==> config.mk <==
export PLATFORM = sky130hd
export DESIGN_NAME = srh_host
export DESIGN_NICKNAME = d
export VERILOG_FILES = /design/src/core/srh_pkg.sv /design/src/core/srh_sync.sv /design/src/core/srh_host.sv
export SDC_FILE = /design/constraint.sdc
export NUM_CORES = 1
export LEC_CHECK = 0
export ABC_AREA = 1
export BUFFER_PORTS_ARGS = -buffer_cell sky130_fd_sc_hd__buf_2
export CAP_MARGIN = 15
export CORE_MARGIN = 2
export CORE_UTILIZATION = 58
export CTS_CLUSTER_DIAMETER = 200
export DETAILED_ROUTE_END_ITERATION = 7
export PLACE_DENSITY = 0.82
export RECOVER_POWER = 50
export REMOVE_ABC_BUFFERS = 1
export SYNTH_ARGS = -nofsm -noshare
export SYNTH_HDL_FRONTEND = slang
export SYNTH_HIERARCHICAL = 1
export SYNTH_SLANG_ARGS = --single-unit
==> constraint.sdc <==
create_clock -name clk_i -period 2.72 [get_ports clk_i]
set_input_delay 0.136 -clock clk_i [delete_from_list [all_inputs] [get_ports clk_i]]
set_output_delay 0.136 -clock clk_i [all_outputs]
set_load 0.05 [all_outputs]
==> src/core/srh_pkg.sv <==
// Purpose: Constants for the host controller of the 512K x 8 asynchronous static memory
// Assumes: 200 MHz host clock, 5 ns period
// Notes:   Times held in their own units, cycle counts derived from them
package srh_pkg;
    localparam int ADDR_W      = 19;
    localparam int DATA_W      = 8;
    localparam int CLK_PS      = 5000;
    // Times in picoseconds unless named otherwise
    localparam int SUPPLY_SETTLE_WAIT_US = 100;
    localparam int WRITE_CYCLE_PS        = 8000;
    localparam int STROBE_WIDTH_PS       = 6000;
    localparam int WRITE_DATA_SETUP_PS   = 4000;
    localparam int WRITE_TO_HIGH_Z_PS    = 4000;
    localparam int READ_ACCESS_PS        = 8000;
    localparam int DRIVE_OFF_PS          = 4000;
    // Least times round up
    localparam int SETTLE_CYC = (SUPPLY_SETTLE_WAIT_US * 1000000 + CLK_PS - 1) / CLK_PS;
    localparam int WSTROBE_A  = (STROBE_WIDTH_PS + CLK_PS - 1) / CLK_PS;
    localparam int WSTROBE_B  = (WRITE_DATA_SETUP_PS + WRITE_TO_HIGH_Z_PS + CLK_PS - 1) / CLK_PS;
    localparam int WSTROBE_CYC = (WSTROBE_A > WSTROBE_B) ? WSTROBE_A : WSTROBE_B;
    localparam int WSETUP_CYC  = (WRITE_DATA_SETUP_PS + CLK_PS - 1) / CLK_PS;
    localparam int READ_CYC    = (READ_ACCESS_PS + CLK_PS - 1) / CLK_PS + 1;
    localparam int TURN_CYC    = (DRIVE_OFF_PS + CLK_PS - 1) / CLK_PS;
    localparam int WCYCLE_CYC  = (WRITE_CYCLE_PS + CLK_PS - 1) / CLK_PS;
    typedef enum logic [2:0] {
        SRH_SETTLE,
        SRH_IDLE,
        SRH_RD,
        SRH_TURN,
        SRH_WR,
        SRH_WEND
    } srh_state_t;
endpackage : srh_pkg

==> src/core/srh_sync.sv <==
// Purpose: Two-flop synchroniser for the read data lines
// Assumes: Data lines are asynchronous to clk_i
// Notes:   First stage feeds only the second
`timescale 1ns/10ps
`default_nettype none
module srh_sync #(
    parameter int W = 8
) (
    input  wire logic         clk_i,
    input  wire logic         rst_n_i,
    input  wire logic         ce_i,
    input  wire logic [W-1:0] d_i,
    output logic      [W-1:0] q_o
);
    logic [W-1:0] meta_ff;
    logic [W-1:0] sync_ff;
    always_ff @(posedge clk_i) begin
        if (!rst_n_i) begin
            meta_ff <= '0;
            sync_ff <= '0;
        end else if (ce_i) begin
            meta_ff <= d_i;
            sync_ff <= meta_ff;
        end
    end
    assign q_o = sync_ff;
endmodule // srh_sync
`default_nettype wire

==> src/core/srh_host.sv <==
// Purpose: Host controller driving a 512K x 8 asynchronous static memory by its pins
// Assumes: One request at a time, user holds request until ready
// Notes:   All pin outputs come straight from flip-flops; strobes timed in whole cycles
`timescale 1ns/10ps
`default_nettype none
// Operation
// - A write lasts only while select and store strobe are both low, and either rising ends it.
// - The host times write data setup and hold to the rising strobe that ends the write.
// - The host waits at least 100 us after power is stable before its first access.
// - A strobe-timed write with drive enable low lasts at least data setup plus write-to-float time.
// - The host must not drive the data lines while the memory may still be driving them.
module srh_host #(
    parameter int SETTLE_CYCLES = srh_pkg::SETTLE_CYC
) (
    input  wire logic                        clk_i,
    input  wire logic                        rst_n_i,
    input  wire logic                        clk_en_i,
    input  wire logic                        req_i,
    input  wire logic                        req_write_i,
    input  wire logic [srh_pkg::ADDR_W-1:0]  req_addr_i,
    input  wire logic [srh_pkg::DATA_W-1:0]  req_wdata_i,
    output logic                             ready_o,
    output logic                             rvalid_o,
    output logic      [srh_pkg::DATA_W-1:0]  rdata_o,
    output logic      [srh_pkg::ADDR_W-1:0]  location_inputs_o,
    output logic                             chip_select_n_o,
    output logic                             drive_enable_n_o,
    output logic                             store_strobe_n_o,
    input  wire logic [srh_pkg::DATA_W-1:0]  data_lines_i,
    output logic      [srh_pkg::DATA_W-1:0]  data_lines_o,
    output logic                             data_lines_oe_o
);
    localparam int CNT_W = $clog2(SETTLE_CYCLES + 1) + 1;

    srh_pkg::srh_state_t state_ff;
    logic [CNT_W-1:0]           cnt_ff;
    logic                       ready_ff;
    logic                       rvalid_ff;
    logic [srh_pkg::DATA_W-1:0] rdata_ff;
    logic [srh_pkg::ADDR_W-1:0] addr_ff;
    logic [srh_pkg::DATA_W-1:0] wdata_ff;
    logic                       cs_n_ff;
    logic                       oe_n_ff;
    logic                       we_n_ff;
    logic                       doe_ff;
    logic [srh_pkg::DATA_W-1:0] din_sync;
    logic                       take;

    srh_sync #(
        .W (srh_pkg::DATA_W)
    ) u_sync (
        .clk_i   (clk_i),
        .rst_n_i (rst_n_i),
        .ce_i    (clk_en_i),
        .d_i     (data_lines_i),
        .q_o     (din_sync)
    );

    assign take = ready_ff && req_i;

    // Sequencer and strobes
    always_ff @(posedge clk_i) begin
        if (!rst_n_i) begin
            state_ff <= srh_pkg::SRH_SETTLE;
            cnt_ff   <= '0;
            ready_ff <= 1'b0;
            cs_n_ff  <= 1'b1;
            oe_n_ff  <= 1'b1;
            we_n_ff  <= 1'b1;
            doe_ff   <= 1'b0;
            addr_ff  <= '0;
            wdata_ff <= '0;
        end else if (clk_en_i) begin
            unique case (state_ff)
                srh_pkg::SRH_SETTLE: begin
                    // Power-up wait before any access
                    if (cnt_ff == CNT_W'(SETTLE_CYCLES - 1)) begin
                        cnt_ff   <= '0;
                        ready_ff <= 1'b1;
                        state_ff <= srh_pkg::SRH_IDLE;
                    end else begin
                        cnt_ff <= cnt_ff + 1'b1;
                    end
                end
                srh_pkg::SRH_IDLE: begin
                    // Deselected between accesses keeps the memory in standby
                    cs_n_ff <= 1'b1;
                    if (take) begin
                        ready_ff <= 1'b0;
                        addr_ff  <= req_addr_i;
                        wdata_ff <= req_wdata_i;
                        cs_n_ff  <= 1'b0;
                        cnt_ff   <= '0;
                        if (req_write_i) begin
                            // Drive enable stays high so the memory never drives during a write
                            oe_n_ff  <= 1'b1;
                            state_ff <= srh_pkg::SRH_WR;
                        end else begin
                            oe_n_ff  <= 1'b0;
                            we_n_ff  <= 1'b1;
                            state_ff <= srh_pkg::SRH_RD;
                        end
                    end
                end
                srh_pkg::SRH_RD: begin
                    // Access time plus two sync stages
                    if (cnt_ff == CNT_W'(srh_pkg::READ_CYC + 1)) begin
                        cs_n_ff  <= 1'b1;
                        oe_n_ff  <= 1'b1;
                        cnt_ff   <= '0;
                        state_ff <= srh_pkg::SRH_TURN;
                    end else begin
                        cnt_ff <= cnt_ff + 1'b1;
                    end
                end
                srh_pkg::SRH_TURN: begin
                    // Let the memory release the lines before the host may drive
                    if (cnt_ff == CNT_W'(srh_pkg::TURN_CYC - 1)) begin
                        ready_ff <= 1'b1;
                        state_ff <= srh_pkg::SRH_IDLE;
                    end else begin
                        cnt_ff <= cnt_ff + 1'b1;
                    end
                end
                srh_pkg::SRH_WR: begin
                    if (cnt_ff == '0) begin
                        // Address settled one cycle before strobe falls
                        we_n_ff <= 1'b0;
                        doe_ff  <= 1'b1;
                        cnt_ff  <= cnt_ff + 1'b1;
                    end else if (cnt_ff == CNT_W'(srh_pkg::WSTROBE_CYC)) begin
                        // Strobe and select rise together; data held one more cycle
                        we_n_ff  <= 1'b1;
                        cs_n_ff  <= 1'b1;
                        cnt_ff   <= '0;
                        state_ff <= srh_pkg::SRH_WEND;
                    end else begin
                        cnt_ff <= cnt_ff + 1'b1;
                    end
                end
                srh_pkg::SRH_WEND: begin
                    // Hold data past the ending edge
                    doe_ff   <= 1'b0;
                    ready_ff <= 1'b1;
                    state_ff <= srh_pkg::SRH_IDLE;
                end
                default: begin
                    state_ff <= srh_pkg::SRH_SETTLE;
                end
            endcase
        end
    end

    // Read capture
    always_ff @(posedge clk_i) begin
        if (!rst_n_i) begin
            rvalid_ff <= 1'b0;
            rdata_ff  <= '0;
        end else if (clk_en_i) begin
            rvalid_ff <= 1'b0;
            if (state_ff == srh_pkg::SRH_RD && cnt_ff == CNT_W'(srh_pkg::READ_CYC + 1)) begin
                rvalid_ff <= 1'b1;
                rdata_ff  <= din_sync;
            end
        end
    end

    assign ready_o           = ready_ff;
    assign rvalid_o          = rvalid_ff;
    assign rdata_o           = rdata_ff;
    assign location_inputs_o = addr_ff;
    assign chip_select_n_o   = cs_n_ff;
    assign drive_enable_n_o  = oe_n_ff;
    assign store_strobe_n_o  = we_n_ff;
    assign data_lines_o      = wdata_ff;
    assign data_lines_oe_o   = doe_ff;

    // Assertions
    a_no_drive_clash: assert property (@(posedge clk_i) disable iff (!rst_n_i)
        doe_ff |-> oe_n_ff) else $error("Host drives data while memory output enabled");
    a_write_overlap: assert property (@(posedge clk_i) disable iff (!rst_n_i)
        !we_n_ff |-> !cs_n_ff) else $error("Store strobe low without select");
    a_strobe_width: assert property (@(posedge clk_i) disable iff (!rst_n_i)
        (clk_en_i && $fell(we_n_ff)) |-> !we_n_ff [*2]) else $error("Write strobe too short");
    a_data_hold: assert property (@(posedge clk_i) disable iff (!rst_n_i)
        (clk_en_i && $rose(we_n_ff)) |-> doe_ff) else $error("Write data dropped at ending edge");
    a_settle_quiet: assert property (@(posedge clk_i) disable iff (!rst_n_i)
        (state_ff == srh_pkg::SRH_SETTLE) |-> (cs_n_ff && !ready_ff)) else $error("Access during power-up wait");
    a_joint_rise: assert property (@(posedge clk_i) disable iff (!rst_n_i)
        (clk_en_i && $rose(we_n_ff)) |-> $rose(cs_n_ff)) else $error("Select and strobe did not rise together");
    a_read_level: assert property (@(posedge clk_i) disable iff (!rst_n_i)
        !oe_n_ff |-> we_n_ff) else $error("Read with store strobe low");
    a_read_done: assert property (@(posedge clk_i) disable iff (!rst_n_i)
        $rose(rvalid_ff) |-> $past(state_ff) == srh_pkg::SRH_RD) else $error("Read data without read");
    a_addr_stable: assert property (@(posedge clk_i) disable iff (!rst_n_i)
        (!cs_n_ff && !$past(cs_n_ff)) |-> $stable(addr_ff)) else $error("Address moved during access");

    // Frozen cycles repeat samples, so the strobe width, data hold, joint rise and turn gap checks gate on clk_en_i
    a_idle_quiet: assert property (@(posedge clk_i) disable iff (!rst_n_i)
        (state_ff == srh_pkg::SRH_IDLE) |-> (cs_n_ff && oe_n_ff && we_n_ff && !doe_ff))
        else $error("Idle pins active");
    a_write_select: assert property (@(posedge clk_i) disable iff (!rst_n_i)
        (state_ff == srh_pkg::SRH_WR) |-> (!cs_n_ff && oe_n_ff)) else $error("Write without select");
    a_read_select: assert property (@(posedge clk_i) disable iff (!rst_n_i)
        (state_ff == srh_pkg::SRH_RD) |-> (!cs_n_ff && !oe_n_ff && we_n_ff && !doe_ff))
        else $error("Read pins wrong");
    a_turn_gap: assert property (@(posedge clk_i) disable iff (!rst_n_i)
        (clk_en_i && $rose(oe_n_ff)) |=> !doe_ff) else $error("Host drove right after read");
    // Ready must not rise before the full power-up count
    a_settle_len: assert property (@(posedge clk_i) disable iff (!rst_n_i)
        ($rose(ready_ff) && $past(state_ff) == srh_pkg::SRH_SETTLE) |-> $past(cnt_ff) == CNT_W'(SETTLE_CYCLES - 1))
        else $error("Power-up wait cut short");
    a_wdata_steady: assert property (@(posedge clk_i) disable iff (!rst_n_i)
        !we_n_ff |-> (doe_ff && $stable(wdata_ff) && $stable(addr_ff))) else $error("Write data moved");
    a_wend_release: assert property (@(posedge clk_i) disable iff (!rst_n_i)
        (state_ff == srh_pkg::SRH_WEND) |-> (cs_n_ff && we_n_ff && doe_ff)) else $error("Write end order wrong");
endmodule // srh_host
`default_nettype wire

# Word-level counts from Yosys, hierarchy flattened
# Cells that the tools add are included.
# word_totals
ff_bits,76
inputBits,40
output_inout_bits,41
word_cells,84
# op_classes
n_addsub,1
n_eq_ne,18
mux,33
reduce_logical,19
# ops
op,count
$mux W16,6
$pmux W16 S5,1
$mux W3,7
$ne A2 B2 Y1 const B,9
$pmux W3 S6,1
$add A16 B1 Y16 const B,1
$eq A16 B15 Y1 const B,1
$eq A16 B2 Y1 const B,1
$eq A16 B3 Y1 const B,1
$logic_not A16 Y1,1
$reduce_and A5 Y1,3
$mux W1,13
$reduce_and A4 Y1,2
$reduce_and A7 Y1,1
$eq A3 B2 Y1 const B,2
$eq A3 B3 Y1 const B,2
$pmux W1 S2,3
$reduce_and A3 Y1,2
$reduce_bool A2 Y1,3
$reduce_bool A5 Y1,1
$pmux W1 S4,1
$reduce_bool A4 Y1,1
$eq A3 B1 Y1 const B,1
$logic_not A3 Y1,1
5 further kinds,6

# Depth between registers and ports, before layout
# Gate-level depths: netlist of run 1.
# depth
depth_word,4
ltp_mapped,13
depth_no_buf,13

# Modules after synthesis
# The synthesis of run 1 kept the hierarchy.
# modules_own_cells
module,instances,cells_each,area_per_inst_um2,seq_area_each_um2
srh_host,1,454,3037.9,1201.2
srh_sync,1,101,674.4,320.3

# Least setup slack after synthesis of run 1
# Ideal clock, no wire load.
# synth_path
path_kind,flip-flop to flip-flop
from,"reg ready_ff, in the netlist ready_o"
to,reg cnt_ff[15]
setup_time_ns,0.117
arrival_ns,1.550
t_required_ns,2.603
path_slack_ns,1.053
path_stages_with_launch,9
path_buffers,1
period_less_slack_ns,1.667
cell_sequence,dfxtp_1 nand2_1 nand3_1 nand2_1 nor2_4 nand2_4 buf_6 a21oi_2 nor2_1
# synth_between
elab_chain_len,3
# synth_rtl
element,line,source
start: declaration,srh_host.sv:37,logic ready_ff;
start signal: assignment,srh_host.sv:66,ready_ff <= 1'b0;
start signal: assignment,srh_host.sv:79,ready_ff <= 1'b1;
start signal: assignment,srh_host.sv:89,ready_ff <= 1'b0;
$logic_and A1 B1 Y1,srh_host.sv:59,assign take = ready_ff && req_i;
$ne A2 B2 Y1 (no source line),--,
$reduce_and A4 Y1 (no source line),--,
end signal: assignment,srh_host.sv:82,cnt_ff <= cnt_ff + 1'b1;
end signal: assignment,srh_host.sv:113,cnt_ff <= cnt_ff + 1'b1;
end signal: assignment,srh_host.sv:122,cnt_ff <= cnt_ff + 1'b1;
end: declaration,srh_host.sv:36,logic [CNT_W-1:0] cnt_ff;
# Every way passes these cells.
# A chain may end at the register's enable or synchronous reset.

# Worst setup path after layout of run 1
# layout_path
from,reg state_ff[0]
to,"reg wdata_ff, in the netlist data_lines_o[1]"
# layout_between
elab_chain_len,2
# layout_rtl
element,line,source
start: declaration,srh_host.sv:35,srh_pkg::srh_state_t state_ff;
start signal: assignment,srh_host.sv:64,state_ff <= srh_pkg::SRH_SETTLE;
start signal: assignment,srh_host.sv:80,state_ff <= srh_pkg::SRH_IDLE;
start signal: assignment,srh_host.sv:97,state_ff <= srh_pkg::SRH_WR;
$eq A3 B1 Y1,srh_host.sv:74,unique case (state_ff)
$reduce_and A3 Y1 (no source line),--,
end signal: assignment,srh_host.sv:91,wdata_ff <= req_wdata_i;
end: declaration,srh_host.sv:41,logic [srh_pkg::DATA_W-1:0] wdata_ff;
# Every way passes these cells.

==> qor.yml, run 1 <==
floorplan:
  die_h_um: 84.0
  die_w_um: 84.0
  dieArea_um2: 7060
  pin_count: 81
  core_um2: 6280
  start_util_pct: 59.1
  rows: 29
grt:
  antenna_found_initial: 0
  grtUsageTotal_pct: 25.5
  grt_pass1_vias: 3454
  grt_start_max_net_pins: 38
  grt_pass1_wl_um: 14800
  grt_overflow: 0
power:
  power_mw: 2.80
  power_density_nw_per_um2: 660
  leakagePower_nw: 1.93
  ir_worst_vdd_mv: 0.410
worst_setup_path:
  slowest_stage: "nor3_2"
  cp-start-kind: "flip-flop"
  arrival_ns: 2.24
  crit_chain: "inv_2 > nor2_2 > nand2_2 > nor3_2 > inv_2 > nor2_1 > nor2_1"
  worstPathRequired_ns: 2.96
  path_class: "flip-flop to flip-flop"
  endpoint_kind: "flip-flop"
  crit_path_max_fanout: 27
  slowest_delay_ns: 0.47
routing:
  vias: 3681
  route.detailed.drc: 0
  wl_per_cell_um: 12.2
  routed_wl_um: 8680
  drt_iter0_markers: 182
  first_pass_iters: 4
  ant_nets: 0
  via_per_inst: 5.18
logic_synthesis:
  seq_area_frac_synth_pct: 41.0
  synth-seq-cells: 76
  syn_inst: 555
  ys_warn_count: 6
  synth_cell_type_count: 34
  synth_area_per_cell_um2: 6.69
  syn_area_um2: 3710
clocking:
  cts-buffers-inserted: 9
  cts_setup_buffers: 0
  clk_latency_ns: 0.35
  htree_levels: 3
  cts.sinks: 76
  cts-root-buf: "clkbuf_8"
  path_clk_slew_ns: 0.08
  cts_tree: "done"
  post_cts_resized: 0
  clockBufferDepth: 2
cells_and_area:
  fill_cells: 597
  drive_gt1_share_pct: 13.4
  layout-area-overhead-vs-synth_pct: 14.5
  layout.nets: 673
  stdcell_count: 710
  n_antenna_cell: 0
placement:
  dp.final_hpwl_um: 6160
  gp_congestion: 0.985
  placedCellCount: 695
  portBuffers: 80
sta:
  fin_crit_sh_pct: 73.7
  fmaxAchievable_mhz: 499
  finalHoldViolations: 0
  skew_ns: 0.00988
  fin_crit_ns: 2.01
  tightestPinTransition_ns: 1.44
  final-setup-viol-count: 0
  timing.setup.tns_ns: 0
  rsz0062_at_grt: "no"
  finalHoldWorstSlack_ns: 0.00440
  relSlewSlack_pct: 3.94
  maxSlewViolCount: 0
hold_path:
  hp-class: "input pin to flip-flop"
flow_run:
  cap_violations: 0
status:
  outcome: "finished, final reports clean"
report_power, final:
part | total (mW) | internal, mW | leakage [nW] | switching, mW
combinational | 0.660 | 0.184 | 1.21 | 0.476
sequential | 1.22 | 1.17 | 0.617 | 0.0510
clock | 0.926 | 0.533 | 0.103 | 0.393
synth_stat cells:
cell	number	area share, %
nor2_1	132	13
nand2_1	120	12
nand2_2	4	0.67
xnor2_1	1	0.24
a21oi_1	22	3.0
dfxtp_1	76	41
buf_2	2	0.27
inv_4	1	0.17
ha_1	3	1.0
nor3b_1	1	0.20
o21bai_1	1	0.20
o21ai_0	48	6.5
nor2_4	2	0.61
inv_1	58	5.9
nand2_4	1	0.30
inv_2	4	0.40
nand3_2	3	0.81
nor3_4	1	0.44
o21ai_1	1	0.13
nor3_2	3	0.81
buf_4	4	0.81
nor3_1	3	0.40
nor2_2	9	1.5
nor4_1	1	0.17
o21ai_2	1	0.24
buf_6	6	1.8
clkbuf_1	7	0.71
nand3_1	26	3.5
o311ai_0	1	0.24
nand4_2	1	0.34
nand4_1	7	1.2
o211ai_1	1	0.20
clkbuf_2	1	0.13
a21oi_2	3	0.71
critical path: cells and delay by family (launching register included):
family	cells	cell delay, ns
buf+inv	2	0.45
flops	1	0.45
simple gates	5	0.99
timing repair:
action	4_1_cts	5_1_grt
endpoints found under the hold margin	1	0
hold buffers	1	0
setup endpoints to repair	0	0
metal layers:
layer | share of wire (%) | GRT usage (%) | up-vias
met4 | 1.5 | 9.24 | 0
met1 | 45 | 31.3 | 1676
li1 | - | - | 1887
met5 | 0 | 0 | -
met3 | 5.5 | 6.13 | 15
met2 | 48 | 43.3 | 103
sequential cells by signal (all words and copies together), names as in the netlist:
| signal | flops |
|---|---|
| location_inputs_o | 19 |
| cnt_ff | 16 |
| data_lines_o | 8 |
| rdata_o | 8 |
| u_sync/meta_ff | 8 |
| u_sync/q_o | 8 |
| state_ff | 3 |
| chip_select_n_o | 1 |
| data_lines_oe_o | 1 |
| drive_enable_n_o | 1 |
| ready_o | 1 |
| rvalid_o | 1 |
| store_strobe_n_o | 1 |
final timing paths:
kind                  start              end  slack, ns  depth (start not counted)
max             state_ff[0]  data_lines_o[1]       0.71                          7
min          req_wdata_i[7]  data_lines_o[7]      0.004                          3
max reg2reg     state_ff[0]  data_lines_o[1]       0.71                          7
min reg2reg      rdata_o[5]       rdata_o[5]       0.45                          2
placed cells by master (no fill, tap or decap), drive strengths merged:
cell	instances
nor3b	1
nor2	143
nand2	125
o21ai	50
nor3	7
o311ai	1
bufinv	2
dlygate4sd3	1
inv	63
ha	3
o21bai	1
nor4	1
buf	41
clkbuf	54
o211ai	1
a21oi	25
dfxtp	76
nand4	8
nand3	29
xnor2	1
logic make-up (layout without fill, tap and decap cells):
kind of cell | Yosys count | count (layout) | share of synthesized area, %
fa+ha+maj | 3 | 3 | 1.01
simple gates | 314 | 314 | 36.4
compound gates | 78 | 78 | 11.2
xor+xnor | 1 | 1 | 0.236
buf+inv | 83 | 161 | 10.2
flops | 76 | 76 | 41.0
per-stage QoR:
step	setup WS (ns)	util, %	area, um^2
finish	0.714	67.7	4250
global route	0.440	67.7	4250
CTS	0.696	68.6	4310
detailed placement	0.752	65.2	4090
global placement	0.807	65.2	4090
floorplan	0.529	-	3570
area by class of cell:
class	instances	area [um^2]	area share [%]
flip-flops and latches	76	1520	35.8
well taps	77	96.3	2.27
clock inverters	2	60.1	1.41
repair buffers	84	378	8.89
clock buffers	12	145	3.41
multi-input cells	396	1810	42.6
inverters	63	239	5.62
Note: power is estimated with default switching activity, not from simulation.
==> run 2, diff against run 1 <==
- CORE_UTILIZATION: 58 -> 49
- PLACE_DENSITY: 0.82 -> 0.74
- clock period: 2.72 -> 1.75 ns (I/O delays scaled with it)
==> run 2 against run 1 <==
Effect of this change:
- hold slack better by 0.018 ns
- first-iteration DRC count up 59%
- total power up 57%
- clock power up 31%
- worst setup slack worse by 0.69 ns
- maximum frequency up 16%
- combinational power up 95%
- cell area up 13%
- core utilization down 1.8 points
- sequential power up 57%
==> qor.yml, run 2 (synthesized netlist as in run 1, its figures left out) <==
status:
  outcome: "finished, final reports clean"
clocking:
  cts-buffers-inserted: 9  # unchanged
  clockBufferDepth: 2  # unchanged
  htree_levels: 3  # unchanged
  cts_tree: "done"
  cts-root-buf: "clkbuf_8"
  clk_latency_ns: 0.34  # about the same
  path_clk_slew_ns: 0.08  # about the same
  cts.sinks: 76  # unchanged
worst_setup_path:
  crit_path_max_fanout: 7  # -74%
  crit_buf_inv: 1  # -1
  slowest_delay_ns: 0.36  # -0.11 ns
  slowest_stage: "dfxtp_4"
  crit_chain: "inv_1 > ha_2 > nand3_1 > nor2_2 > nand2_2 > a21oi_4 > nand2_4 > a21oi_4 > nor2_1"
  cp-start-kind: "flip-flop"
  worstPathRequired_ns: 1.99  # -0.97 ns
  path_class: "flip-flop to flip-flop"
  arrival_ns: 1.97  # -0.27 ns
  endpoint_kind: "flip-flop"
  path_delay_family: "simple AND/OR/NAND/NOR gates"
  cpMostUsedCell: "a21oi_4"
routing:
  routed_wl_um: 9980  # +15%
  drt_iter0_markers: 290  # +59%
  via_per_inst: 5.04  # -2.7%
  first_pass_iters: 5  # +1
  vias: 3933  # +6.8%
  ant_nets: 0  # unchanged
  route.detailed.drc: 0  # unchanged
  wl_per_cell_um: 12.8  # +4.7%
grt:
  grt_pass1_wl_um: 16000  # +8.1%
  grt_start_max_net_pins: 59  # +55%
  antenna_found_initial: 0  # unchanged
  grtUsageTotal_pct: 23.5  # -2.0 points
  grt_overflow: 0  # unchanged
  grt_pass1_vias: 3585  # +3.8%
sta:
  rsz0062_at_grt: "yes"
  tightestPinTransition_ns: 0.628  # -0.813 ns
  final-setup-viol-count: 0  # unchanged
  finalHoldViolations: 0  # unchanged
  skew_ns: 0.00766  # -0.00222 ns
  relSlewSlack_pct: 58.3  # +54 points
  fin_crit_ns: 1.73  # -0.276 ns
  maxSlewViolCount: 0  # unchanged
  fmaxAchievable_mhz: 578  # +16%
  fin_crit_sh_pct: 98.9  # +25 points
cells_and_area:
  largest_register_ffs: 19  # unchanged
  final_area_um2: 4800  # +13%
  mostFrequentLayoutCells: "128 x nor2_1, 116 x nand2_1, 71 x dfxtp_1"
  layout-area-overhead-vs-synth_pct: 29.4
  drive_gt1_share_pct: 19.8  # +6.4 points
  n_antenna_cell: 0  # unchanged
  final_common_cell: "nor2_1"
  fill_cells: 670  # +12%
  layout.nets: 720  # +7.0%
placement:
  portBuffers: 80  # unchanged
  dpl_cell_area_um2: 4230  # +3.3%
  gp_congestion: 0.984  # about the same
  dp.final_hpwl_um: 6150  # -0.17%
floorplan:
  dieArea_um2: 8290  # +17%
  pin_count: 81  # unchanged
  die_h_um: 91.0  # +8.4%
  die_w_um: 91.0  # +8.4%
  start_util_pct: 50.9  # -8.2 points
  core_um2: 7290  # +16%
  rows: 31  # +6.9%
power:
  ir_worst_vdd_mv: 0.561  # +37%
  power_density_nw_per_um2: 917  # +39%
  power_mw: 4.41  # +57%
  leakagePower_nw: 2.18  # +13%
flow_run:
  cap_violations: 0  # unchanged
hold_path:
  hp-class: "input pin to flip-flop"
-- run 2: cell count changes in the layout (fill, tap and decap cells not counted), sizes merged --
cell	delta
nand2	+1
clkbuf	-10
inv	+1
buf	+28
clkinv	+2
bufinv	-2
clkinvlp	+2
dlygate4sd3	+26
-- run 2: tightest hold or removal path, delay by kind of cell --
family	cells	cell delay, ns
AND/OR/NAND/NOR	3	0.15
buffers and inverters	2	0.10
-- run 2: timing repair --
action,4_1_cts,5_1_grt
gates cloned,0,1
setup buffers,0,9
endpoints found under the hold margin,27,0
endpoints found under the setup margin,4,28
pin swaps,0,7
hold buffers,27,0
resized for setup,1,25
-- run 2: area by class of cell --
cell class                      count  area, um^2  area share [%]
Clock inverter                      5        37.5           0.781
Inverter                           63         239            4.97
Tap cell                           99         124            2.58
Clock buffer                       10         138            2.86
Sequential cell                    76        1530            31.8
Multi-Input combinational cell    397        1900            39.5
Timing Repair Buffer              130         838            17.4
-- run 2: path summary, 6_finish.rpt --
path / startpoint / to / slack [ns] / cells past startpoint
setup reg to reg: cnt_ff[1] / cnt_ff[7] / 0.02 / 9
hold reg to reg: rdata_o[6] / rdata_o[6] / 0.44 / 2
hold / removal: data_lines_i[6] / u_sync/meta_ff[6] / 0.02 / 5
setup / recovery: cnt_ff[1] / cnt_ff[7] / 0.02 / 9
-- run 2: routing by layer --
| layer | up-vias | global-route usage, % | part of all wire [%] |
|---|---|---|---|
| met1 | 1740 | 29.0 | 42 |
| met3 | 25 | 5.89 | 8.0 |
| met5 | - | 0 | 0 |
| met4 | 0 | 8.84 | 2.2 |
| li1 | 1980 | - | - |
| met2 | 188 | 39.4 | 48 |
-- run 2: stage by stage --
step                setup slack [ns]  hold slack [ns]  instances  TNS [ns]  utilization (%)
floorplan                     -0.441            0.172        535    -11.93                -
global placement              0.0611            0.308        728         0             58.0
detailed placement           -0.0268            0.315        728   -0.0740             58.0
CTS                           0.0116          0.00597        770         0             64.2
global route                 -0.0541           0.0384        780    -0.455             65.9
finish                        0.0196           0.0225        780         0             65.9
-- run 2: power by group --
| part | switching (mW) | total, mW | internal [mW] | leakage [nW] |
|---|---|---|---|---|
| sequential | 0.0839 | 1.91 | 1.82 | 0.619 |
| combinational | 0.854 | 1.29 | 0.438 | 1.47 |
| clock | 0.659 | 1.21 | 0.550 | 0.0848 |
==> run 3, diff against run 2 <==
- CORE_MARGIN: 2 -> 3
==> run 3 against run 2 <==
Effect of this change:
- core utilization up 0.93 points
- non-clock buffer count decreased by 1
- clock-buffer cell count shrank 1
- global-route usage shrank 0.36 points
- largest cell class unchanged
- largest power group unchanged
==> qor.yml, run 3 (synthesized netlist as in run 1, its figures left out) <==
routing:
  ant_nets: 0  # unchanged
  first_pass_iters: 6  # +1
  drt_iter0_markers: 285  # -1.7%
  via_per_inst: 4.99  # -1.1%
  wl_per_cell_um: 13.2  # +3.2%
  routed_wl_um: 10300  # +3.2%
  vias: 3891  # -1.1%
  route.detailed.drc: 0  # unchanged
power:
  leakagePower_nw: 2.17  # -0.43%
  power_density_nw_per_um2: 930  # +1.4%
  ir_worst_vdd_mv: 0.457  # -19%
floorplan:
  core_um2: 7290  # unchanged
  start_util_pct: 50.9  # unchanged
  dieArea_um2: 8660  # +4.4%
  rows: 31  # unchanged
  pin_count: 81  # unchanged
  die_h_um: 93.0  # +2.2%
  die_w_um: 93.0  # +2.2%
grt:
  grt_overflow: 0  # unchanged
  grt_pass1_vias: 3597  # +0.33%
  grt_pass1_wl_um: 16100  # +0.65%
  grt_start_max_net_pins: 62  # +5.1%
  busiest_layer: "met2"
  grtUsageTotal_pct: 23.1  # -0.36 points
  grt_use_met2_pct: 38.1  # -1.4 points
  use_met3_pct: 6.52  # +0.62 points
  antenna_found_initial: 0  # unchanged
  grtUsageMet1_pct: 28.9  # -0.12 points
sta:
  fin_crit_sh_pct: 97.0  # -1.9 points
  skew_ns: 0.00872  # +0.00106 ns
  fmaxAchievable_mhz: 589  # +2.0%
  finalHoldViolations: 0  # unchanged
  relSlewSlack_pct: 56.8  # -1.5 points
  rsz0062_at_grt: "yes"
  final-setup-viol-count: 0  # unchanged
  maxSlewViolCount: 0  # unchanged
  fin_crit_ns: 1.70  # -0.0331 ns
  tightestPinTransition_ns: 0.651  # +0.0232 ns
cells_and_area:
  layout-area-overhead-vs-synth_pct: 31.2
  fill_cells: 680  # +1.5%
  final_common_cell: "nor2_1"
  drive_gt1_share_pct: 20.6  # +0.73 points
  layout.nets: 719  # -0.14%
  fin_util_pct: 66.8  # +0.93 points
  n_antenna_cell: 0  # unchanged
  mostFrequentLayoutCells: "125 x nor2_1, 114 x nand2_1, 66 x dfxtp_1"
  stdcell_count: 780  # unchanged
  largest_register_ffs: 19  # unchanged
worst_setup_path:
  endpoint_kind: "flip-flop"
  worstReg2RegStart: "cnt_ff[8]"
  r2r_slack_ns: 0.05  # +0.03 ns
  worstRegToRegCells: 10  # +1
  arrival_ns: 1.97  # about the same
  path_class: "flip-flop to flip-flop"
  crit_chain: "nor2_1 > nand2_2 > nor2_4 > buf_4 > nand3_4 > nand2_8 > inv_4 > nand2_1 > nand3_1 > nor2_1"
  slowest_delay_ns: 0.38  # +0.02 ns
  worstPathRequired_ns: 2.02  # +0.03 ns
  crit_path_max_fanout: 15  # +8
  slowest_stage: "dfxtp_1"
  cp-start-kind: "flip-flop"
  cpMostUsedCell: "nor2_1"
  r2r-end: "cnt_ff[15]"
flow_run:
  cap_violations: 0  # unchanged
placement:
  placedCellCount: 729  # +0.14%
  dp.final_hpwl_um: 6300  # +2.4%
  portBuffers: 80  # unchanged
  gp_congestion: 0.964  # -2.1%
clocking:
  cts-root-buf: "clkbuf_8"
  cts_tree: "done"
  cts-buffers-inserted: 9  # unchanged
  clk_latency_ns: 0.34  # about the same
  cts.sinks: 76  # unchanged
  path_clk_slew_ns: 0.09  # about the same
  htree_levels: 3  # unchanged
  clockBufferDepth: 2  # unchanged
hold_path:
  worstHoldStart: "rst_n_i"
  whs_path_depth: 3  # -2
  hp-class: "input pin to flip-flop"
  hold_end: "state_ff[1]"
status:
  outcome: "finished, final reports clean"
-- run 3: cell count changes in the layout (fill, tap and decap cells not counted), sizes merged --
cell / delta
clkinv: -1
clkbuf: +5
inv: +3
buf: -7
-- run 3: what timing repair did --
action	CTS	global route
gates cloned	0	1
setup buffers	0	7
resized for setup	4	46
hold endpoints to repair	27	0
setup endpoints to repair	7	49
pin swaps	0	10
hold buffers	27	0
-- run 3: cell type report --
class | instances | area (um^2) | share of cell area, %
Clock inverter | 7 | 57.6 | 1.18
Sequential cell | 76 | 1540 | 31.5
Multi-Input combinational cell | 397 | 1970 | 40.5
Timing Repair Buffer | 129 | 815 | 16.7
Tap cell | 99 | 124 | 2.54
Inverter | 63 | 244 | 5.01
Clock buffer | 9 | 124 | 2.54
-- run 3: worst max-delay path by stage --
stage                      endpoint  depth (start not counted)       from  slack [ns]
finish                   cnt_ff[15]                         10  cnt_ff[8]        0.05
global route            state_ff[0]                         11  cnt_ff[6]       -0.05
CTS                     state_ff[0]                         13  cnt_ff[1]       -0.02
detailed placement      state_ff[0]                         13  cnt_ff[1]       -0.06
global placement        state_ff[0]                         13  cnt_ff[1]        0.02
floorplan           data_lines_o[0]                          5    ready_o       -0.44
-- run 3: worst max-delay path: cells and delay by family (launching register included) --
kind / cells / cell delay, ns
buffers and inverters: 2 / 0.24
and+or+nand+nor: 8 / 1.00
DFF: 1 / 0.38
-- run 3: layer usage --
metal  wire [um]  up-vias  part of all wire, %
met4         201        0                  2.0
li1            -     1989                    -
met5           0        -                    0
met1        4320     1722                   42
met2        4950      159                   48
met3         829       21                  8.0
-- run 3: report_power, final --
group | leakage (nW) | internal (mW) | switching [mW]
clock | 0.0886 | 0.537 | 0.719
combinational | 1.46 | 0.468 | 0.902
sequential | 0.622 | 1.82 | 0.0798
-- run 3: stage by stage --
stage | hold WS, ns | area (um^2) | setup slack, ns | total power [mW] | TNS, ns
2_1_floorplan | 0.172 | 3570 | -0.441 | 2.67 | -11.93
5_1_grt | 0.0208 | 4870 | -0.0521 | 4.79 | -0.199
3_5_place_dp | 0.316 | 4220 | -0.0623 | 2.97 | -0.105
4_1_cts | 0.00578 | 4690 | -0.0153 | 4.30 | -0.0181
3_3_place_gp | 0.307 | 4220 | 0.0179 | 2.96 | 0
6_report | 0.0201 | 4870 | 0.0527 | 4.53 | 0
